### config.mk
export PLATFORM = sky130hd
export DESIGN_NAME = amp_diag_slave
export DESIGN_NICKNAME = d
export VERILOG_FILES = /design/src/core/amp_diag_pkg.sv /design/src/core/amp_diag_slave.sv
export SDC_FILE = /design/constraint.sdc
export NUM_CORES = 1
export LEC_CHECK = 0
export BUFFER_PORTS_ARGS = -buffer_cell sky130_fd_sc_hd__clkbuf_2
export CAP_MARGIN = 20
export CORE_MARGIN = 1
export CORE_UTILIZATION = 45
export DETAILED_ROUTE_END_ITERATION = 16
export PLACE_DENSITY = 0.76
export SLEW_MARGIN = 20
export SYNTH_ARGS = -nofsm -noshare
export SYNTH_HDL_FRONTEND = slang
export SYNTH_SLANG_ARGS = --single-unit
### constraint.sdc
create_clock -name mclk -period 2.2 [get_ports mclk]
set_clock_uncertainty 0.05 [all_clocks]
set_input_delay 0.44 -clock mclk [delete_from_list [all_inputs] [get_ports mclk]]
set_output_delay 0.44 -clock mclk [all_outputs]
set_load 0.05 [all_outputs]
### src/core/amp_diag_pkg.sv
package amp_diag_pkg;
   localparam int ADDR_W = 7;
   localparam int NUM_CH = 4;
   localparam int DIAG_W = 32;
   localparam logic [2:0] LAST_BIT = 3'h7;
   localparam logic [1:0] WR_BYTES = 2'h2;
   localparam logic [2:0] SYNC_IDLE = 3'h7;
   localparam logic [DIAG_W-1:0] DIAG_RESET = 32'h0000_0000;

   // First instruction byte, D7 down to D0
   typedef struct packed {
      logic zero;
      logic diag_en;
      logic offset_en;
      logic gain_front_low;
      logic gain_rear_low;
      logic unmute_front;
      logic unmute_rear;
      logic clip_threshold_select;
   } ctrl_one_t;

   // Second instruction byte, D7 down to D0
   typedef struct packed {
      logic [2:0] zero_hi;
      logic operate;
      logic line_driver_mode;
      logic current_det_en;
      logic [1:0] zero_lo;
   } ctrl_two_t;

   localparam ctrl_one_t CTRL_ONE_RESET = 8'h00;
   localparam ctrl_two_t CTRL_TWO_RESET = 8'h00;

   // Channel fault flags, D5 down to D0 of a diagnostic byte
   typedef struct packed {
      logic current_low;
      logic permanent;
      logic short_load;
      logic open_or_offset;
      logic short_supply;
      logic short_ground;
   } chan_fault_t;

   typedef struct packed {
      logic thermal_warning;
      logic cycle_done;
      logic offset_active;
      logic current_active;
   } diag_status_t;

   typedef enum logic [2:0] {
      ST_IDLE,
      ST_RX,
      ST_RX_ACK,
      ST_TX,
      ST_TX_ACK
   } link_state_t;

   typedef struct packed {
      logic [2:0] scl_sync;
      logic [2:0] sda_sync;
      logic scl_f;
      logic sda_f;
      logic scl_prev;
      logic sda_prev;
      link_state_t state;
      logic is_addr;
      logic is_read;
      logic got_byte;
      logic [2:0] bcnt;
      logic [1:0] bidx;
      logic [7:0] shreg;
      logic sda_oe_n;
      ctrl_one_t ctrl1;
      ctrl_two_t ctrl2;
      logic [DIAG_W-1:0] latched;
      logic [DIAG_W-1:0] sending;
      logic restart;
      logic window;
   } slave_state_t;
endpackage

### src/core/amp_diag_slave.sv
`timescale 1ns/1ps
// Behaviour
// [RULE1] Host leaves standby with diagnostics on, waits 500 ms, then unmutes.
// [RULE2] Host mutes, waits 20 ms, then disables diagnostics and standby.
// [RULE3] Host enables diagnostics, waits 200 ms, reads until faults vanish.
// [RULE4] Host plays tone, enables current test, waits 3 cycles, rereads.
// [RULE5] Host sets offset enable, waits 30ms, rereads until offset clears.
// [RULE6] Data line changes only while clock is low.
// [RULE7] Data fall with clock high starts, data rise with clock high stops.
// [RULE8] Bytes are eight bits, MSB first, then one acknowledge bit.
// [RULE9] Receiver pulls data low during acknowledge; transmitter releases it.
// [RULE10] Address bit 0 gives direction: 0 write, 1 read.
// [RULE11] A write carries two control bytes, first then second.
// [RULE12] A read returns four diagnostic bytes: LF, LR, RF, RR.
// [RULE13] Control one: D7 zero, D6 diagnostics, D5 offset detection.
// [RULE14] Control one: D4/D3 gain 26dB or 12dB, D2/D1 unmute pairs.
// [RULE15] Control one: D0 clip threshold, 0 is 2 percent, 1 is 10.
// [RULE16] Control two: D7,D6,D5,D1,D0 zero; D4 operate versus standby.
// [RULE17] Control two: D3 selects line-driver diagnostic thresholds.
// [RULE18] Control two: D2 enables output-current detection.
// [RULE19] First diagnostic byte: D7 thermal warning, D6 cycle terminated.
// [RULE20] Channel byte: D5 low current, D4 permanent, D3 shorted load.
// [RULE21] Channel byte: D2 open or offset, D1 short supply, D0 ground.
// [RULE22] Second byte D7 offset active, D6 sensor active; fourth undefined.
// [RULE23] Third byte echoes standby setting in D7, diagnostics in D6.
// [RULE24] A read restarts diagnostics and returns the previous results.
// [RULE25] Offset window runs from last read or enable to this read.
// [RULE26] Only a matching seven-bit slave address is answered.
module amp_diag_slave
   import amp_diag_pkg::*;
#(
   parameter logic [ADDR_W-1:0] SLAVE_ADDR = 7'h6c
) (
   input wire logic mclk, // System clock
   input wire logic sys_rst, // Synchronous reset
   input wire logic scl_in, // Bus clock pin
   input wire logic sda_in, // Bus data pin level
   output logic sda_out, // Data pin drive value
   output logic sda_oe_n, // Data pin drive enable
   input chan_fault_t [NUM_CH-1:0] chan_fault, // Live channel faults
   input diag_status_t diag_status, // Live global status
   output ctrl_one_t ctrl_one, // First control byte
   output ctrl_two_t ctrl_two, // Second control byte
   output logic diag_restart, // Restart all diag cycles
   output logic offset_window_start // Offset window opens
);

   slave_state_t st;
   slave_state_t nx;
   logic scl_rise;
   logic scl_fall;
   logic start_c;
   logic stop_c;

   // [RULE13] reserved bit forced
   function automatic ctrl_one_t clean_one(input logic [7:0] b);
      ctrl_one_t c;
      c = b;
      c.zero = 1'b0;
      return c;
   endfunction

   // [RULE16] reserved bits forced
   function automatic ctrl_two_t clean_two(input logic [7:0] b);
      ctrl_two_t c;
      c = b;
      c.zero_hi = 3'h0;
      c.zero_lo = 2'h0;
      return c;
   endfunction

   // [RULE19] [RULE20] [RULE21] [RULE22] [RULE23] diag byte layout
   function automatic logic [DIAG_W-1:0] build_diag(
      input chan_fault_t [NUM_CH-1:0] f,
      input diag_status_t s,
      input ctrl_one_t c1,
      input ctrl_two_t c2);
      return {s.thermal_warning, s.cycle_done, f[0],
              s.offset_active, s.current_active, f[1],
              c2.operate, c1.diag_en, f[2],
              2'b00, f[3]};
   endfunction

   // [RULE12] byte zero is left front
   function automatic logic [7:0] pick_byte(
      input logic [DIAG_W-1:0] w,
      input logic [1:0] i);
      return w[(DIAG_W-8)-8*i +: 8];
   endfunction

   assign scl_rise = st.scl_f & ~st.scl_prev;
   assign scl_fall = ~st.scl_f & st.scl_prev;
   // [RULE7] start and stop seen with clock high
   assign start_c = st.scl_f & st.scl_prev & st.sda_prev & ~st.sda_f;
   assign stop_c = st.scl_f & st.scl_prev & ~st.sda_prev & st.sda_f;

   always_comb begin
      logic [7:0] b;
      b = 8'h00;
      nx = st;
      nx.restart = 1'b0;
      nx.window = 1'b0;
      // Third stage must agree with second before a level counts
      nx.scl_sync = {st.scl_sync[1:0], scl_in};
      nx.sda_sync = {st.sda_sync[1:0], sda_in};
      if (st.scl_sync[1] == st.scl_sync[2]) begin
         nx.scl_f = st.scl_sync[2];
      end
      if (st.sda_sync[1] == st.sda_sync[2]) begin
         nx.sda_f = st.sda_sync[2];
      end
      nx.scl_prev = st.scl_f;
      nx.sda_prev = st.sda_f;
      if (start_c) begin
         // [RULE7] start resyncs even mid-byte
         nx.state = ST_RX;
         nx.is_addr = 1'b1;
         nx.bcnt = 3'h0;
         nx.got_byte = 1'b0;
         nx.sda_oe_n = 1'b1;
      end else if (stop_c) begin
         // [RULE7] stop frees the line
         nx.state = ST_IDLE;
         nx.sda_oe_n = 1'b1;
      end else begin
         case (st.state)
            ST_IDLE: begin
               nx.sda_oe_n = 1'b1;
            end
            ST_RX: begin
               if (scl_rise) begin
                  // [RULE8] shift in MSB first
                  nx.shreg = {st.shreg[6:0], st.sda_f};
                  nx.bcnt = 3'(st.bcnt + 3'h1);
                  nx.got_byte = (st.bcnt == LAST_BIT);
               end else if (scl_fall && st.got_byte) begin
                  nx.got_byte = 1'b0;
                  if (st.is_addr) begin
                     // [RULE26] foreign address left alone
                     if (st.shreg[7:1] == SLAVE_ADDR) begin
                        // [RULE9] acknowledge own address
                        nx.sda_oe_n = 1'b0;
                        nx.state = ST_RX_ACK;
                        nx.is_addr = 1'b0;
                        nx.bidx = 2'h0;
                        // [RULE10] direction bit
                        nx.is_read = st.shreg[0];
                        if (st.shreg[0]) begin
                           // [RULE24] send old results, restart
                           nx.sending = st.latched;
                           nx.latched = build_diag(chan_fault,
                              diag_status, st.ctrl1, st.ctrl2);
                           nx.restart = 1'b1;
                           // [RULE25] read closes and reopens window
                           nx.window = 1'b1;
                        end
                     end else begin
                        nx.state = ST_IDLE;
                     end
                  end else if (st.bidx < WR_BYTES) begin
                     // [RULE11] two bytes, first then second
                     nx.sda_oe_n = 1'b0;
                     nx.state = ST_RX_ACK;
                     nx.bidx = 2'(st.bidx + 2'h1);
                     if (st.bidx == 2'h0) begin
                        nx.ctrl1 = clean_one(st.shreg);
                        // [RULE25] enable rising opens window
                        nx.window = st.shreg[5] & ~st.ctrl1.offset_en;
                     end else begin
                        nx.ctrl2 = clean_two(st.shreg);
                     end
                  end else begin
                     // Surplus write bytes are not acknowledged
                     nx.state = ST_IDLE;
                  end
               end
            end
            ST_RX_ACK: begin
               if (scl_fall) begin
                  nx.bcnt = 3'h0;
                  nx.sda_oe_n = 1'b1;
                  if (st.is_read) begin
                     b = pick_byte(st.sending, st.bidx);
                     nx.shreg = b;
                     // [RULE6] new bit only after clock fall
                     nx.sda_oe_n = b[7];
                     nx.state = ST_TX;
                  end else begin
                     nx.state = ST_RX;
                  end
               end
            end
            ST_TX: begin
               if (scl_fall) begin
                  if (st.bcnt == LAST_BIT) begin
                     // [RULE9] release for master acknowledge
                     nx.sda_oe_n = 1'b1;
                     nx.state = ST_TX_ACK;
                     nx.bidx = 2'(st.bidx + 2'h1);
                  end else begin
                     // [RULE8] next lower bit
                     nx.shreg = {st.shreg[6:0], 1'b0};
                     nx.sda_oe_n = st.shreg[6];
                     nx.bcnt = 3'(st.bcnt + 3'h1);
                  end
               end
            end
            ST_TX_ACK: begin
               if (scl_rise && st.sda_f) begin
                  // Master refused, stay off the line
                  nx.state = ST_IDLE;
               end else if (scl_fall) begin
                  // [RULE12] next channel byte; wraps after four
                  b = pick_byte(st.sending, st.bidx);
                  nx.shreg = b;
                  nx.sda_oe_n = b[7];
                  nx.bcnt = 3'h0;
                  nx.state = ST_TX;
               end
            end
            default: begin
               nx.state = ST_IDLE;
               nx.sda_oe_n = 1'b1;
            end
         endcase
      end
   end

   always_ff @(posedge mclk) begin
      if (sys_rst) begin
         st <= '0;
         st.scl_sync <= SYNC_IDLE;
         st.sda_sync <= SYNC_IDLE;
         st.scl_f <= 1'b1;
         st.sda_f <= 1'b1;
         st.scl_prev <= 1'b1;
         st.sda_prev <= 1'b1;
         st.state <= ST_IDLE;
         st.sda_oe_n <= 1'b1;
         st.ctrl1 <= CTRL_ONE_RESET;
         st.ctrl2 <= CTRL_TWO_RESET;
         st.latched <= DIAG_RESET;
         st.sending <= DIAG_RESET;
      end else begin
         st <= nx;
      end
   end

   // Open drain: only ever pulls low
   assign sda_out = 1'b0;
   assign sda_oe_n = st.sda_oe_n;
   // [RULE14] [RULE15] [RULE17] [RULE18] settings to the amplifier
   assign ctrl_one = st.ctrl1;
   assign ctrl_two = st.ctrl2;
   assign diag_restart = st.restart;
   assign offset_window_start = st.window;
endmodule // amp_diag_slave

# ---- Word level (Yosys, flattened, before mapping)
# Cells that the tools add are included.
# W data, S select, Z words.
dict set report word_totals {
  reg_bits 102
  output_inout_bits 20
  wordCells 166
}
dict set report op_classes {
  add_sub_neg 3
  order_cmp 1
  n_eq_ne 30
  n_shift 1
  muxes 55
  n_bitwise 22
  n_reduce_logical 25
}
# op n
set op_table {}
lappend op_table {{$mux W83} 2}
lappend op_table {{$mux W66} 2}
lappend op_table {{$mux W65} 1}
lappend op_table {{$mux W9} 4}
lappend op_table {{$mux W3} 11}
lappend op_table {{$shiftx A32 B33 Y8} 1}
lappend op_table {{$mux W16} 2}
lappend op_table {{$pmux W8 S4} 1}
lappend op_table {{$reduce_and A8 Y1} 4}
lappend op_table {{$mux W2} 12}
lappend op_table {{$ne A2 B2 Y1 const B} 11}
lappend op_table {{$reduce_and A7 Y1} 3}
lappend op_table {{$ne A4 B4 Y1 const B} 5}
lappend op_table {{$mux W17} 1}
lappend op_table {{$mux W8} 2}
lappend op_table {{$pmux W3 S5} 1}
lappend op_table {{$mux W14} 1}
lappend op_table {{$not A1 Y1} 14}
lappend op_table {{$ne A3 B3 Y1 const B} 4}
lappend op_table {{$pmux W3 S4} 1}
lappend op_table {{$mux W5} 2}
lappend op_table {{$reduce_and A10 Y1} 1}
lappend op_table {{$reduce_and A9 Y1} 1}
lappend op_table {{$and A1 B1 Y1} 8}
lappend op_table {{28 further kinds} 42}

# ---- Depth between registers and ports, before layout
# Gate-level depths: netlist of run 1.
dict set report logic_depth {
  ltp_word 8
  mapped_depth 9
  mapped_depth_nobuf 7
}

# ---- Worst setup path after synthesis of run 1
# No wires, ideal clock.
dict set report synth_path {
  kind {register -> register}
  startpoint {register st[99] in the netlist's numbering}
  endpoint {register st[90] in the netlist's numbering}
  setup_ns 0.092
  arrival_time_ns 1.728
  required_ns 2.058
  slack_ns 0.330
  path_stages_with_launch 9
  path_buffers 3
  period_less_slack_ns 1.870
  cell_sequence {dfxtp_1 -> buf_6 -> or3b_4 -> a21o_1 -> and4_4 -> buf_6 -> and2_4 -> buf_6 -> a311oi_4}
}
dict set report synth_between {
  elab_chain_cells 3
}
# item line_no
set synth_lines {}
lappend synth_lines {{start: declaration} amp_diag_slave.sv:48} ;# slave_state_t st;
lappend synth_lines {{start signal: assignment} amp_diag_slave.sv:245} ;# st <= nx;
lappend synth_lines {{$eq A3 B3 Y1 (tied with other cells)} amp_diag_slave.sv:126} ;# case (st.state)
lappend synth_lines {{$ne A2 B2 Y1 (no source line) / $reduce_bool A4 Y1 (equally long branches)} -}
lappend synth_lines {{$reduce_and A10 Y1 (no source line)} -}
# Several ways; a longest one is shown, not always the timed one.
# A chain may end at the register's enable or synchronous reset.

# ---- Worst setup path in the final report of run 1
dict set report layout_path {
  startpoint {register st[93] in the netlist's numbering}
  endpoint {register st[99] in the netlist's numbering}
}
dict set report layout_between {
  elab_chain_cells 3
}
# item line_no
set layout_lines {}
lappend layout_lines {{$eq A3 B3 Y1} amp_diag_slave.sv:195} ;# if (st.bcnt == LAST_BIT) begin
lappend layout_lines {{$ne A4 B4 Y1 (no source line)} -}
lappend layout_lines {{$reduce_and A7 Y1 (no source line)} -}
# No other way between the ends.

==> metrics.md, run 1 <==
| Metric | Value |
|---|---|
| Most used DFF post-synth | `dfxtp_1` |
| Slowest CP cell | `dfxtp_1` |
| Failing checks | `DRC` |
| Min-Delay Path Depth | `2` |
| CP Launch Type | `flip-flop` |
| Placed inst area | `0.00476 sq mm` |
| Cts bufs inserted | `9` |
| GP Congestion | `0.835` |
| Worst IR Drop VDD | `0.000446 V` |
| Combinational power share | `0.036` |
| Final Power | `3.15 mW` |
| Fillers | `952` |
| Rows | `36` |
| Critical Path AT | `2.21 ns` |
| Worst r2r src | `st[93]` |
| Port Buffer Count | `44` |
| Final Core Density | `0.511` |
| Tcrit/Tclk final | `0.899` |
| Net Sw Frac | `0.257` |
| Drt total wl | `9680 um` |
| Internal Power | `2.34 mW` |
| R2r endpoint | `st[99]` |
| Post-synthesis mux area share | `0.0593` |
| Antenna Cells | `0` |
| Mean Syn Cell Area | `8.47 sq um` |
| Dpl ws | `0.283 ns` |
| Final worst slack | `0.221 ns` |
| Synth cell types | `58` |
| Via density | `5.32` |
| Post-DRT Antenna Nets | `0` |
| Pwr Density | `634 mW/mm^2` |
| Die Height | `102 um` |
| MaxCap Viol Count | `0` |
| GRT overflow | `0` |
| Setup crit end kind | `flip-flop` |
| Post-synthesis sequential area ratio | `0.455` |
| Final TNS setup | `0 ns` |
| Post-CTS setup repair buffer count | `0` |
| Area Growth Syn to Fin | `10.7%` |
| Max-slew violation count | `0` |
| CTS tree | `yes` |
| Largest net degree at the start of global routing | `62` |
| Final instance area | `0.00497 sq mm` |
| Full die area | `0.0104 sq mm` |
| HP Class | `in -> reg` |
| Critical path fanouts, max | `5` |
| Synth Area in Compound Gates | `0.186` |
| Slowest stage delay, CP | `0.34 ns` |
| Delay-heaviest family, CP | `compound AO/OA/AOI/OAI gates` |
| Fin crit period | `1.98 ns` |
| Final nets | `588` |
| DIE WIDTH | `102 um` |
| Max Root-Sink Buffers | `2` |
| First-pass GRT wire length | `16100 um` |
| Critical Path RT | `2.43 ns` |
| Asr flop ratio synth | `0` |
| Final HPWL DP | `6730 um` |
| Root buffer cell | `clkbuf_8` |
| Post-synth EDFFs | `0` |
| Initial antenna violation count | `0` |
| Cell Area, Synth | `0.00449 sq mm` |
| Synth top area share | `0.455` |
| Cell taking the most area after synthesis | `dfxtp_1` |
| Largest family of logic cells by synthesized area | `simple AND/OR/NAND/NOR gates` |
| Leading post-synthesis cells by cell area | `dfxtp_1 45%, nand2_1 11%, a21oi_1 9.0%` |
| Simple-Gate Fraction of Synth Area | `0.214` |
| DR WL met2 | `4590 um` |
| Worst-path clk slew | `0.10 ns` |
| Status | `finished, violations left` |
| Starting Density | `0.462` |
| Final setup violating endpoints | `0` |
| Highest routed layer | `met4` |
| Adder-cell area share of the yosys netlist | `0.00836` |
| Crit path top cell by count | `ha_1` |
| Post-CTS Hold Buffers | `0` |
| Routed vias | `3678` |
| Reg power frac | `0.589` |
| Clock Power Share | `0.376` |
| Hold path start | `scl_in` |
| CP bufs+invs | `0` |
| Pleak | `1.82 nW` |
| Storage element area | `0.00204 sq mm` |
| Post-route DRC violation count | `1` |
| Switch Pwr | `0.811 mW` |
| Iter 0 DRT Violations | `217` |
| Max H-tree Level | `3` |
| Num ports | `52` |
| CP Class | `reg -> reg` |
| Maximum clock frequency | `0.505 GHz` |
| WL/cell | `14.0 um` |
| Synth Area in XOR/XNOR | `0.00390` |
| CTS resizes | `0` |
| RSZ-0062 raised after global routing | `no` |
| Clk_lat worst skew | `0.37 ns` |
| Worst Reg-to-Reg Cells | `7` |
| Synth warn | `0` |
| Core area | `0.00973 sq mm` |
| Total track usage | `0.199` |
| Final hold viol count | `0` |
| R2R Setup Slk | `0.22 ns` |
| Register bit count reported by yosys | `102` |
| Drt first pass iters | `11` |
| Share of cells above drive strength 1 | `0.183` |
| CP Cell Sequence | `ha_1 -> ha_1 -> nand2b_1 -> a21oi_1 -> a2bb2oi_1 -> a221oi_1 -> a311oi_1` |
| Vias in the first global route | `3364` |
| WHS Endpoint | `nx[110]` |
| Met1 Routed Length | `4500 um` |
| CTS sink count | `102` |
| Multi-input gate area | `0.00215 sq mm` |
| Met3 wire length | `475 um` |
| Gate Count Post-Synth | `530` |
layer usage:
layer	track usage	vias to the layer above
met1	0.262	1711
met2	0.330	112
met5	0	-
met4	0.0549	0
met3	0.0424	14
li1	-	1841
cells in the final DEF (no fill, tap or decap), types with 2 or more instances in the layout:
master,synthesis,layout
nand2b_1,7,7
nor2_1,20,20
inv_1,5,5
or2_2,4,4
a21o_1,3,3
clkbuf_8,0,9
mux4_2,6,6
a21oi_1,81,81
nand4_1,2,2
nand3b_1,6,6
o211a_1,2,2
nand3_1,9,8
clkbuf_2,0,43
nand2_1,134,134
buf_4,17,16
and4b_1,2,2
a211oi_2,7,7
o22a_1,2,2
nor2b_1,6,6
or2_1,5,5
dfxtp_1,102,102
buf_12,0,2
o22ai_1,3,3
a22oi_1,8,8
a221oi_1,2,2
ha_1,3,3
clkinv_8,0,4
o21ai_0,6,6
conb_1,1,7
mux2i_1,12,12
nand4b_1,3,3
o21bai_1,3,3
o21ai_1,4,4
synth_stat cells, drive strengths merged (2+ instances only):
| master | n |
|---|---|
| nand2 | 134 |
| dfxtp | 102 |
| a21oi | 81 |
| buf | 30 |
| clkbuf | 26 |
| nor2 | 20 |
| mux2i | 12 |
| o21ai | 10 |
| nand3 | 9 |
| or2 | 9 |
| a211oi | 8 |
| a22oi | 8 |
| nand2b | 7 |
| mux4 | 6 |
| nand3b | 6 |
| nor2b | 6 |
| inv | 5 |
| a21o | 3 |
| ha | 3 |
| nand4b | 3 |
| o21bai | 3 |
| o22ai | 3 |
| a221oi | 2 |
| a311oi | 2 |
| and3 | 2 |
| and4b | 2 |
| nand4 | 2 |
| nor3 | 2 |
| o211a | 2 |
| o22a | 2 |
| or3b | 2 |
state kept, by name, indices dropped and copies added (netlist names):
signal	count
offset_window_start	1
ctrl_two	3
st	83
ctrl_one	7
diag_restart	1
nx	6
sda_oe_n	1
kinds of logic (layout without fill, tap and decap cells):
logic type               Yosys count  after routing
AO/OA/AOI/OAI                    133            133
multiplexers                      19             19
adder cells (fa/ha/maj)            3              3
flip-flops                       102            102
buffers and inverters             61             83
other                              1              7
XOR/XNOR                           2              2
AND/OR/NAND/NOR                  209            209
how the worst max path moves through the flow:
stage	from	endpoint	slack, ns	cells past startpoint
after global routing	st[99]	ctrl_one[6]	0.05	5
after global placement	st[100]	st[90]	0.26	5
after CTS	st[100]	st[90]	0.25	5
after detailed placement	st[93]	st[99]	0.28	7
final	st[93]	st[99]	0.22	7
after floorplan	st[99]	st[90]	0.33	8
worst register-to-register path: stages, from the launching register on:
cell	delay (ns)
dfxtp_1	0.34
ha_1	0.20
ha_1	0.24
nand2b_1	0.18
a21oi_1	0.15
a2bb2oi_1	0.34
a221oi_1	0.16
a311oi_1	0.24
power by group through the flow:
stage / combinational [mW] / sequential (mW) / clock [mW]
2_1_floorplan: 0.0810 / 1.90 / 0
3_3_place_gp: 0.112 / 1.90 / 0
3_5_place_dp: 0.113 / 1.90 / 0
4_1_cts: 0.114 / 1.86 / 1.22
5_1_grt: 0.124 / 1.86 / 1.29
6_report: 0.113 / 1.86 / 1.18
through the flow:
step           hold slack, ns  cells
2_1_floorplan           0.333    536
3_3_place_gp            0.338    675
3_5_place_dp            0.341    675
4_1_cts                 0.183    691
5_1_grt                 0.188    691
6_report                0.197    691
cell type report:
cell class	count	area share
well taps	133	0.0335
inverters	5	0.00377
flip-flops and latches	102	0.411
clock buffers	9	0.0249
multi-input cells	373	0.433
clock inverters	7	0.0181
repair buffers	62	0.0765
No activity file was read; power rests on OpenSTA's default activity.
==> inputs of run 2 (changes only) <==
--- a/config.mk
+++ b/config.mk
@@ -5,7 +5,7 @@
 export SDC_FILE = /design/constraint.sdc
 export NUM_CORES = 1
 export LEC_CHECK = 0
-export BUFFER_PORTS_ARGS = -buffer_cell sky130_fd_sc_hd__clkbuf_2
+export BUFFER_PORTS_ARGS = -buffer_cell sky130_fd_sc_hd__buf_2
 export CAP_MARGIN = 20
 export CORE_MARGIN = 1
 export CORE_UTILIZATION = 45
==> metrics.md, run 2 (synthesized netlist as in run 1, its figures left out) <==
| Metric | Value |
|---|---|
| Final std cells w/o fill | `688 (-0.43%)` |
| Starting Density | `0.462 (unchanged)` |
| CTS resizes | `0 (unchanged)` |
| Cts bufs inserted | `9 (unchanged)` |
| Drt total wl | `9500 um (-1.9%)` |
| Largest net degree at the start of global routing | `62 (unchanged)` |
| Root buffer cell | `clkbuf_8` |
| Worst-path clk slew | `0.11 ns (about the same)` |
| Clk_lat worst skew | `0.37 ns (about the same)` |
| Maximum clock frequency | `0.521 GHz (+3.1%)` |
| CP Class | `reg -> reg` |
| Initial antenna violation count | `0 (unchanged)` |
| Vias in the first global route | `3358 (-0.18%)` |
| Full die area | `0.0104 sq mm (unchanged)` |
| RSZ-0062 raised after global routing | `no` |
| MaxCap Viol Count | `0 (unchanged)` |
| Via density | `5.22 (-1.9%)` |
| Antenna Cells | `0 (unchanged)` |
| Worst Reg-to-Reg Cells | `5 (-2)` |
| Final setup violating endpoints | `0 (unchanged)` |
| Final hold viol count | `0 (unchanged)` |
| Final TNS setup | `0 ns (unchanged)` |
| Routed vias | `3593 (-2.3%)` |
| CTS tree | `yes` |
| Cells after DPL | `672 (-0.44%)` |
| Critical Path RT | `2.44 ns (about the same)` |
| GP Congestion | `0.912 (+9.2%)` |
| HP Class | `in -> reg` |
| Status | `completed` |
| Post-CTS Hold Buffers | `0 (unchanged)` |
| Biggest register | `st` |
| Core area | `0.00973 sq mm (unchanged)` |
| Fin crit period | `1.92 ns (-0.0601 ns)` |
| Slew HR | `0.654` |
| CTS sink count | `102 (unchanged)` |
| Commonest non-fill, non-tap cell in the layout | `nand2_1` |
| Final HPWL DP | `6610 um (-1.8%)` |
| Area Growth Syn to Fin | `10.2%` |
| Slew at the pin closest to its max-slew limit | `0.520 ns` |
| Iter 0 DRT Violations | `212 (-2.3%)` |
| Post-CTS setup repair buffer count | `0 (unchanged)` |
| Post-route DRC violation count | `0 (-1)` |
| First-pass GRT wire length | `15900 um (-1.4%)` |
| Min-Delay Path Depth | `2 (unchanged)` |
| Worst IR Drop VDD | `0.000357 V (-20%)` |
| Pleak | `1.81 nW (-0.27%)` |
| Critical path fanouts, max | `9 (+4)` |
| Worst r2r src | `st[101]` |
| Max-slew violation count | `0 (unchanged)` |
| Drt first pass iters | `5 (-6)` |
| CP Launch Type | `flip-flop` |
| Share of cells above drive strength 1 | `0.178 (-0.00442)` |
| R2r endpoint | `st[90]` |
| Post-DRT Antenna Nets | `0 (unchanged)` |
| Commonest cells after routing, fill and taps aside | `134 x nand2_1, 102 x dfxtp_1, 81 x a21oi_1` |
| Total track usage | `0.197 (-0.00205)` |
| Max H-tree Level | `3 (unchanged)` |
| Max reg flops | `83 (unchanged)` |
| GRT overflow | `0 (unchanged)` |
| Setup crit end kind | `flip-flop` |
| Hold path start | `scl_in` |
| Num ports | `52 (unchanged)` |
| Rows | `36 (unchanged)` |
| WL/cell | `13.8 um (-1.5%)` |
| WHS Endpoint | `nx[110]` |
| Tcrit/Tclk final | `0.872 (-0.0273)` |
| Die Height | `102 um (unchanged)` |
| R2R Setup Slk | `0.28 ns (+0.06 ns)` |
| Critical Path AT | `2.16 ns (-0.05 ns)` |
| Max Root-Sink Buffers | `2 (unchanged)` |
| DIE WIDTH | `102 um (unchanged)` |
| Final nets | `585 (-0.51%)` |
| Pwr Density | `636 mW/mm^2 (+0.22%)` |
| Port Buffer Count | `44 (unchanged)` |
-- run 2: cell types whose count changed in the layout (fill, tap and decap cells not counted) --
cell	previous run	this run
clkbuf_2	43	0
inv_8	0	3
buf_4	16	12
buf_12	2	3
buf_2	1	44
clkinv_4	1	2
clkinv_8	4	1
clkinvlp_4	1	0
-- run 2: how the worst max path moves through the flow --
| stage | to | cells after the start | from |
|---|---|---|---|
| finish | st[90] | 5 | st[101] |
| global route | st[19] | 6 | nx[103] |
| CTS | st[90] | 5 | st[100] |
| detailed placement | st[90] | 5 | st[101] |
| global placement | st[90] | 5 | st[100] |
| floorplan | st[90] | 8 | st[99] |
-- run 2: worst max-delay path, stage by stage, from the launching register on --
cell	delay [ns]
dfxtp_1	0.49
or3b_4	0.45
o21ai_1	0.14
and4_4	0.32
a21oi_1	0.11
a311oi_4	0.27
-- run 2: power breakdown --
part | internal [mW] | switching [mW]
logic | 0.0358 | 0.0744
clock network | 0.453 | 0.727
registers | 1.85 | 0.00453
-- run 2: through the flow --
| stage | hold WS (ns) | setup slack [ns] | util | power (mW) | area (sq um) |
|---|---|---|---|---|---|
| 6_report | 0.188 | 0.282 | 0.509 | 3.15 | 4950 |
| 5_1_grt | 0.184 | 0.150 | 0.509 | 3.27 | 4950 |
| 4_1_cts | 0.181 | 0.290 | 0.509 | 3.17 | 4950 |
| 3_5_place_dp | 0.342 | 0.317 | 0.488 | 2.01 | 4750 |
| 3_3_place_gp | 0.338 | 0.331 | 0.488 | 2.01 | 4750 |
| 2_1_floorplan | 0.333 | 0.330 | - | 1.98 | 4510 |
-- run 2: area by class of cell --
cell class / instances / area (sq um)
inverter: 5 / 18.8
tap: 133 / 166
clock inverter: 7 / 76.3
clock buffer: 9 / 124
fill: 971 / 4780
sequential: 102 / 2040
multi-input combinational: 373 / 2150
timing repair buffer: 59 / 370
-- run 2: per-layer routing --
metal | part of all wire | wire [um] | GRT usage | vias up
met5 | 0 | 0 | 0 | -
met4 | 0.018 | 169 | 0.0692 | 0
met3 | 0.034 | 321 | 0.0267 | 13
met2 | 0.45 | 4320 | 0.310 | 77
met1 | 0.49 | 4690 | 0.277 | 1673
li1 | - | - | - | 1830
==> inputs of run 3 (changes only) <==
--- a/config.mk
+++ b/config.mk
@@ -5,8 +5,10 @@
 export SDC_FILE = /design/constraint.sdc
 export NUM_CORES = 1
 export LEC_CHECK = 0
+export ABC_AREA = 1
 export BUFFER_PORTS_ARGS = -buffer_cell sky130_fd_sc_hd__buf_2
 export CAP_MARGIN = 20
+export CORE_ASPECT_RATIO = 0.75
 export CORE_MARGIN = 1
 export CORE_UTILIZATION = 45
 export DETAILED_ROUTE_END_ITERATION = 16
==> metrics.md, run 3 <==
| Metric | Value |
|---|---|
| Slew HR | `0.589 (-0.0648)` |
| Cell Area, Synth | `0.00455 sq mm (+1.4%)` |
| Post-synth top cells | `184 x nor2_1, 102 x dfxtp_1, 89 x nand2_1, 88 x o21ai_0, 29 x inv_1` |
| Final Core Density | `0.522 (+0.0136)` |
| Vias in the first global route | `3626 (+8.0%)` |
| Via density | `5.09 (-2.5%)` |
| Port Buffer Count | `44 (unchanged)` |
| Antenna Cells | `0 (unchanged)` |
| Synth warn | `0 (unchanged)` |
| CTS sink count | `102 (unchanged)` |
| Pleak | `2.29 nW (+26%)` |
| R2r endpoint | `st[59]` |
| R2R Setup Slk | `0.17 ns (-0.11 ns)` |
| Worst IR Drop VDD | `0.000543 V (+52%)` |
| Commonest cells after routing, fill and taps aside | `184 x nor2_1, 102 x dfxtp_1, 89 x nand2_1` |
| Pwr Density | `775 mW/mm^2 (+22%)` |
| Fin crit period | `2.03 ns (+0.112 ns)` |
| Cts bufs inserted | `9 (unchanged)` |
| Share of cells above drive strength 1 | `0.149 (-0.0296)` |
| Starting Density | `0.468 (+0.00600)` |
| Rows | `31 (-14%)` |
| GP Congestion | `0.890 (-2.4%)` |
| Biggest register | `st` |
| Routed vias | `4094 (+14%)` |
| First-pass GRT wire length | `17600 um (+11%)` |
| Final HPWL DP | `7400 um (+12%)` |
| Root buffer cell | `clkbuf_16` |
| Num ports | `52 (unchanged)` |
| Setup crit end kind | `flip-flop` |
| Iter 0 DRT Violations | `353 (+67%)` |
| Register bit count reported by yosys | `102 (unchanged)` |
| CTS tree | `yes` |
| Synth cell types | `32 (-45%)` |
| CP Class | `reg -> reg` |
| RSZ-0062 raised after global routing | `no` |
| Post-route DRC violation count | `0 (unchanged)` |
| Max-slew violation count | `0 (unchanged)` |
| CP Launch Type | `flip-flop` |
| Post-synthesis sequential area ratio | `0.449 (-0.00612)` |
| Drt first pass iters | `5 (unchanged)` |
| Final Power | `3.94 mW (+25%)` |
| Mean Syn Cell Area | `7.13 sq um (-16%)` |
| WHS Endpoint | `nx[107]` |
| Most numerous cell in the Yosys netlist | `nor2_1` |
| Asr flop ratio synth | `0 (unchanged)` |
| Worst-path clk slew | `0.07 ns (-0.04 ns)` |
| Critical Path AT | `2.25 ns (+0.09 ns)` |
| Worst r2r src | `st[86]` |
| Dpl ws | `0.280 ns (-0.0370 ns)` |
| Tcrit/Tclk final | `0.923 (+0.0511)` |
| Die Height | `89.1 um (-13%)` |
| Worst Reg-to-Reg Cells | `9 (+4)` |
| Clk_lat worst skew | `0.35 ns (-0.02 ns)` |
| Gate Count Post-Synth | `638 (+20%)` |
| Commonest non-fill, non-tap cell in the layout | `nor2_1` |
| Most used DFF post-synth | `dfxtp_1` |
| Leading post-synthesis cells by cell area | `dfxtp_1 45%, nor2_1 15%, o21ai_0 9.7%` |
| Total track usage | `0.214 (+0.0174)` |
| Min-Delay Path Depth | `2 (unchanged)` |
| Largest net degree at the start of global routing | `77 (+24%)` |
| Post-DRT Antenna Nets | `0 (unchanged)` |
| Max reg flops | `83 (unchanged)` |
| Max Root-Sink Buffers | `2 (unchanged)` |
| Slew at the pin closest to its max-slew limit | `0.617 ns (+0.0973 ns)` |
| Post-CTS Hold Buffers | `0 (unchanged)` |
| DIE WIDTH | `118 um (+16%)` |
| GRT overflow | `0 (unchanged)` |
| WHS | `0.223 ns (+0.0347 ns)` |
| Area Growth Syn to Fin | `11.7%` |
| Final setup violating endpoints | `0 (unchanged)` |
| WL/cell | `13.3 um (-3.9%)` |
| Final hold viol count | `0 (unchanged)` |
| Synth top area share | `0.449 (-0.00612)` |
| Drt total wl | `10700 um (+12%)` |
| Initial antenna violation count | `0 (unchanged)` |
| Final nets | `702 (+20%)` |
| Hold path start | `sda_in` |
| Critical path fanouts, max | `13 (+4)` |
| Cell taking the most area after synthesis | `dfxtp_1` |
| Full die area | `0.0105 sq mm (+1.4%)` |
| Final TNS setup | `0 ns (unchanged)` |
| Core area | `0.00974 sq mm (about the same)` |
| HP Class | `in -> reg` |
| Post-synth EDFFs | `0 (unchanged)` |
| Status | `completed` |
| Maximum clock frequency | `0.492 GHz (-5.5%)` |
| MaxCap Viol Count | `0 (unchanged)` |
| Final worst slack | `0.169 ns (-0.112 ns)` |
| Critical Path RT | `2.42 ns (-0.02 ns)` |
| Fillers | `945 (-2.7%)` |
| Max H-tree Level | `3 (unchanged)` |
run 3: cell types whose count changed in the layout (fill, tap and decap cells not counted), sizes merged, moves of 15 or more:
cell	before	now
inv	9	34
nand2	134	97
o21ai	10	97
a21oi	81	16
nor2	20	191
nand3	9	24
run 3: repair_timing:
item,CTS,global route
resized for setup,0,2
endpoints found under the setup margin,0,2
buffers inserted,0,3
run 3: cell families (layout without fill, tap and decap cells):
kind of cell | Yosys count | in the layout | share of synthesized area
and+or+nand+nor | 332 | 332 | 0.311
AOI/OAI and AO/OA | 123 | 123 | 0.140
DFF | 102 | 102 | 0.449
buffers and inverters | 77 | 105 | 0.0918
adders and majority gates | 3 | 3 | 0.00825
other | 1 | 7 | 0.000824
run 3: stage by stage:
| step | area, sq um | instances |
|---|---|---|
| CTS | 5050 | 801 |
| global placement | 4750 | 785 |
| global route | 5080 | 804 |
| floorplan | 4570 | 644 |
| finish | 5080 | 804 |
| detailed placement | 4750 | 785 |
run 3: critical path, stage by stage (launching register included):
cell     delay (ns)
dfxtp_1        0.43
nand2_1        0.08
nor2_1         0.11
nand2_1        0.14
inv_1          0.15
nand3_1        0.16
nor2_4         0.36
buf_4          0.25
nor2_1         0.08
nor2_1         0.14
run 3: cell type report:
class | instances | area, sq um | share of cell area
clock buffer | 9 | 225 | 0.0443
clock inverter | 7 | 80.1 | 0.0158
inverter | 33 | 130 | 0.0256
multi-input combinational | 465 | 2110 | 0.416
sequential | 102 | 2040 | 0.402
tap | 132 | 165 | 0.0325
timing repair buffer | 56 | 327 | 0.0642
run 3: worst max-delay path by stage:
stage | cells after the start | end | startpoint
global route | 9 | st[59] | st[86]
finish | 9 | st[59] | st[86]
global placement | 6 | ctrl_two[3] | st[92]
floorplan | 7 | ctrl_two[2] | st[91]
CTS | 9 | st[59] | st[101]
detailed placement | 6 | ctrl_two[2] | st[92]
run 3: power breakdown:
group	switching [mW]	internal (mW)
Sequential	0.0434	1.88
Clock	0.730	0.898
Combinational	0.252	0.135
Total	1.03	2.91
run 3: metal layers:
| metal | track usage | wire (um) | vias up |
|---|---|---|---|
| met1 | 0.306 | 5550 | 1852 |
| met3 | 0.0472 | 591 | 18 |
| met2 | 0.322 | 4370 | 140 |
| met5 | 0 | 0 | - |
| met4 | 0.0664 | 164 | 0 |
| li1 | - | - | 2084 |
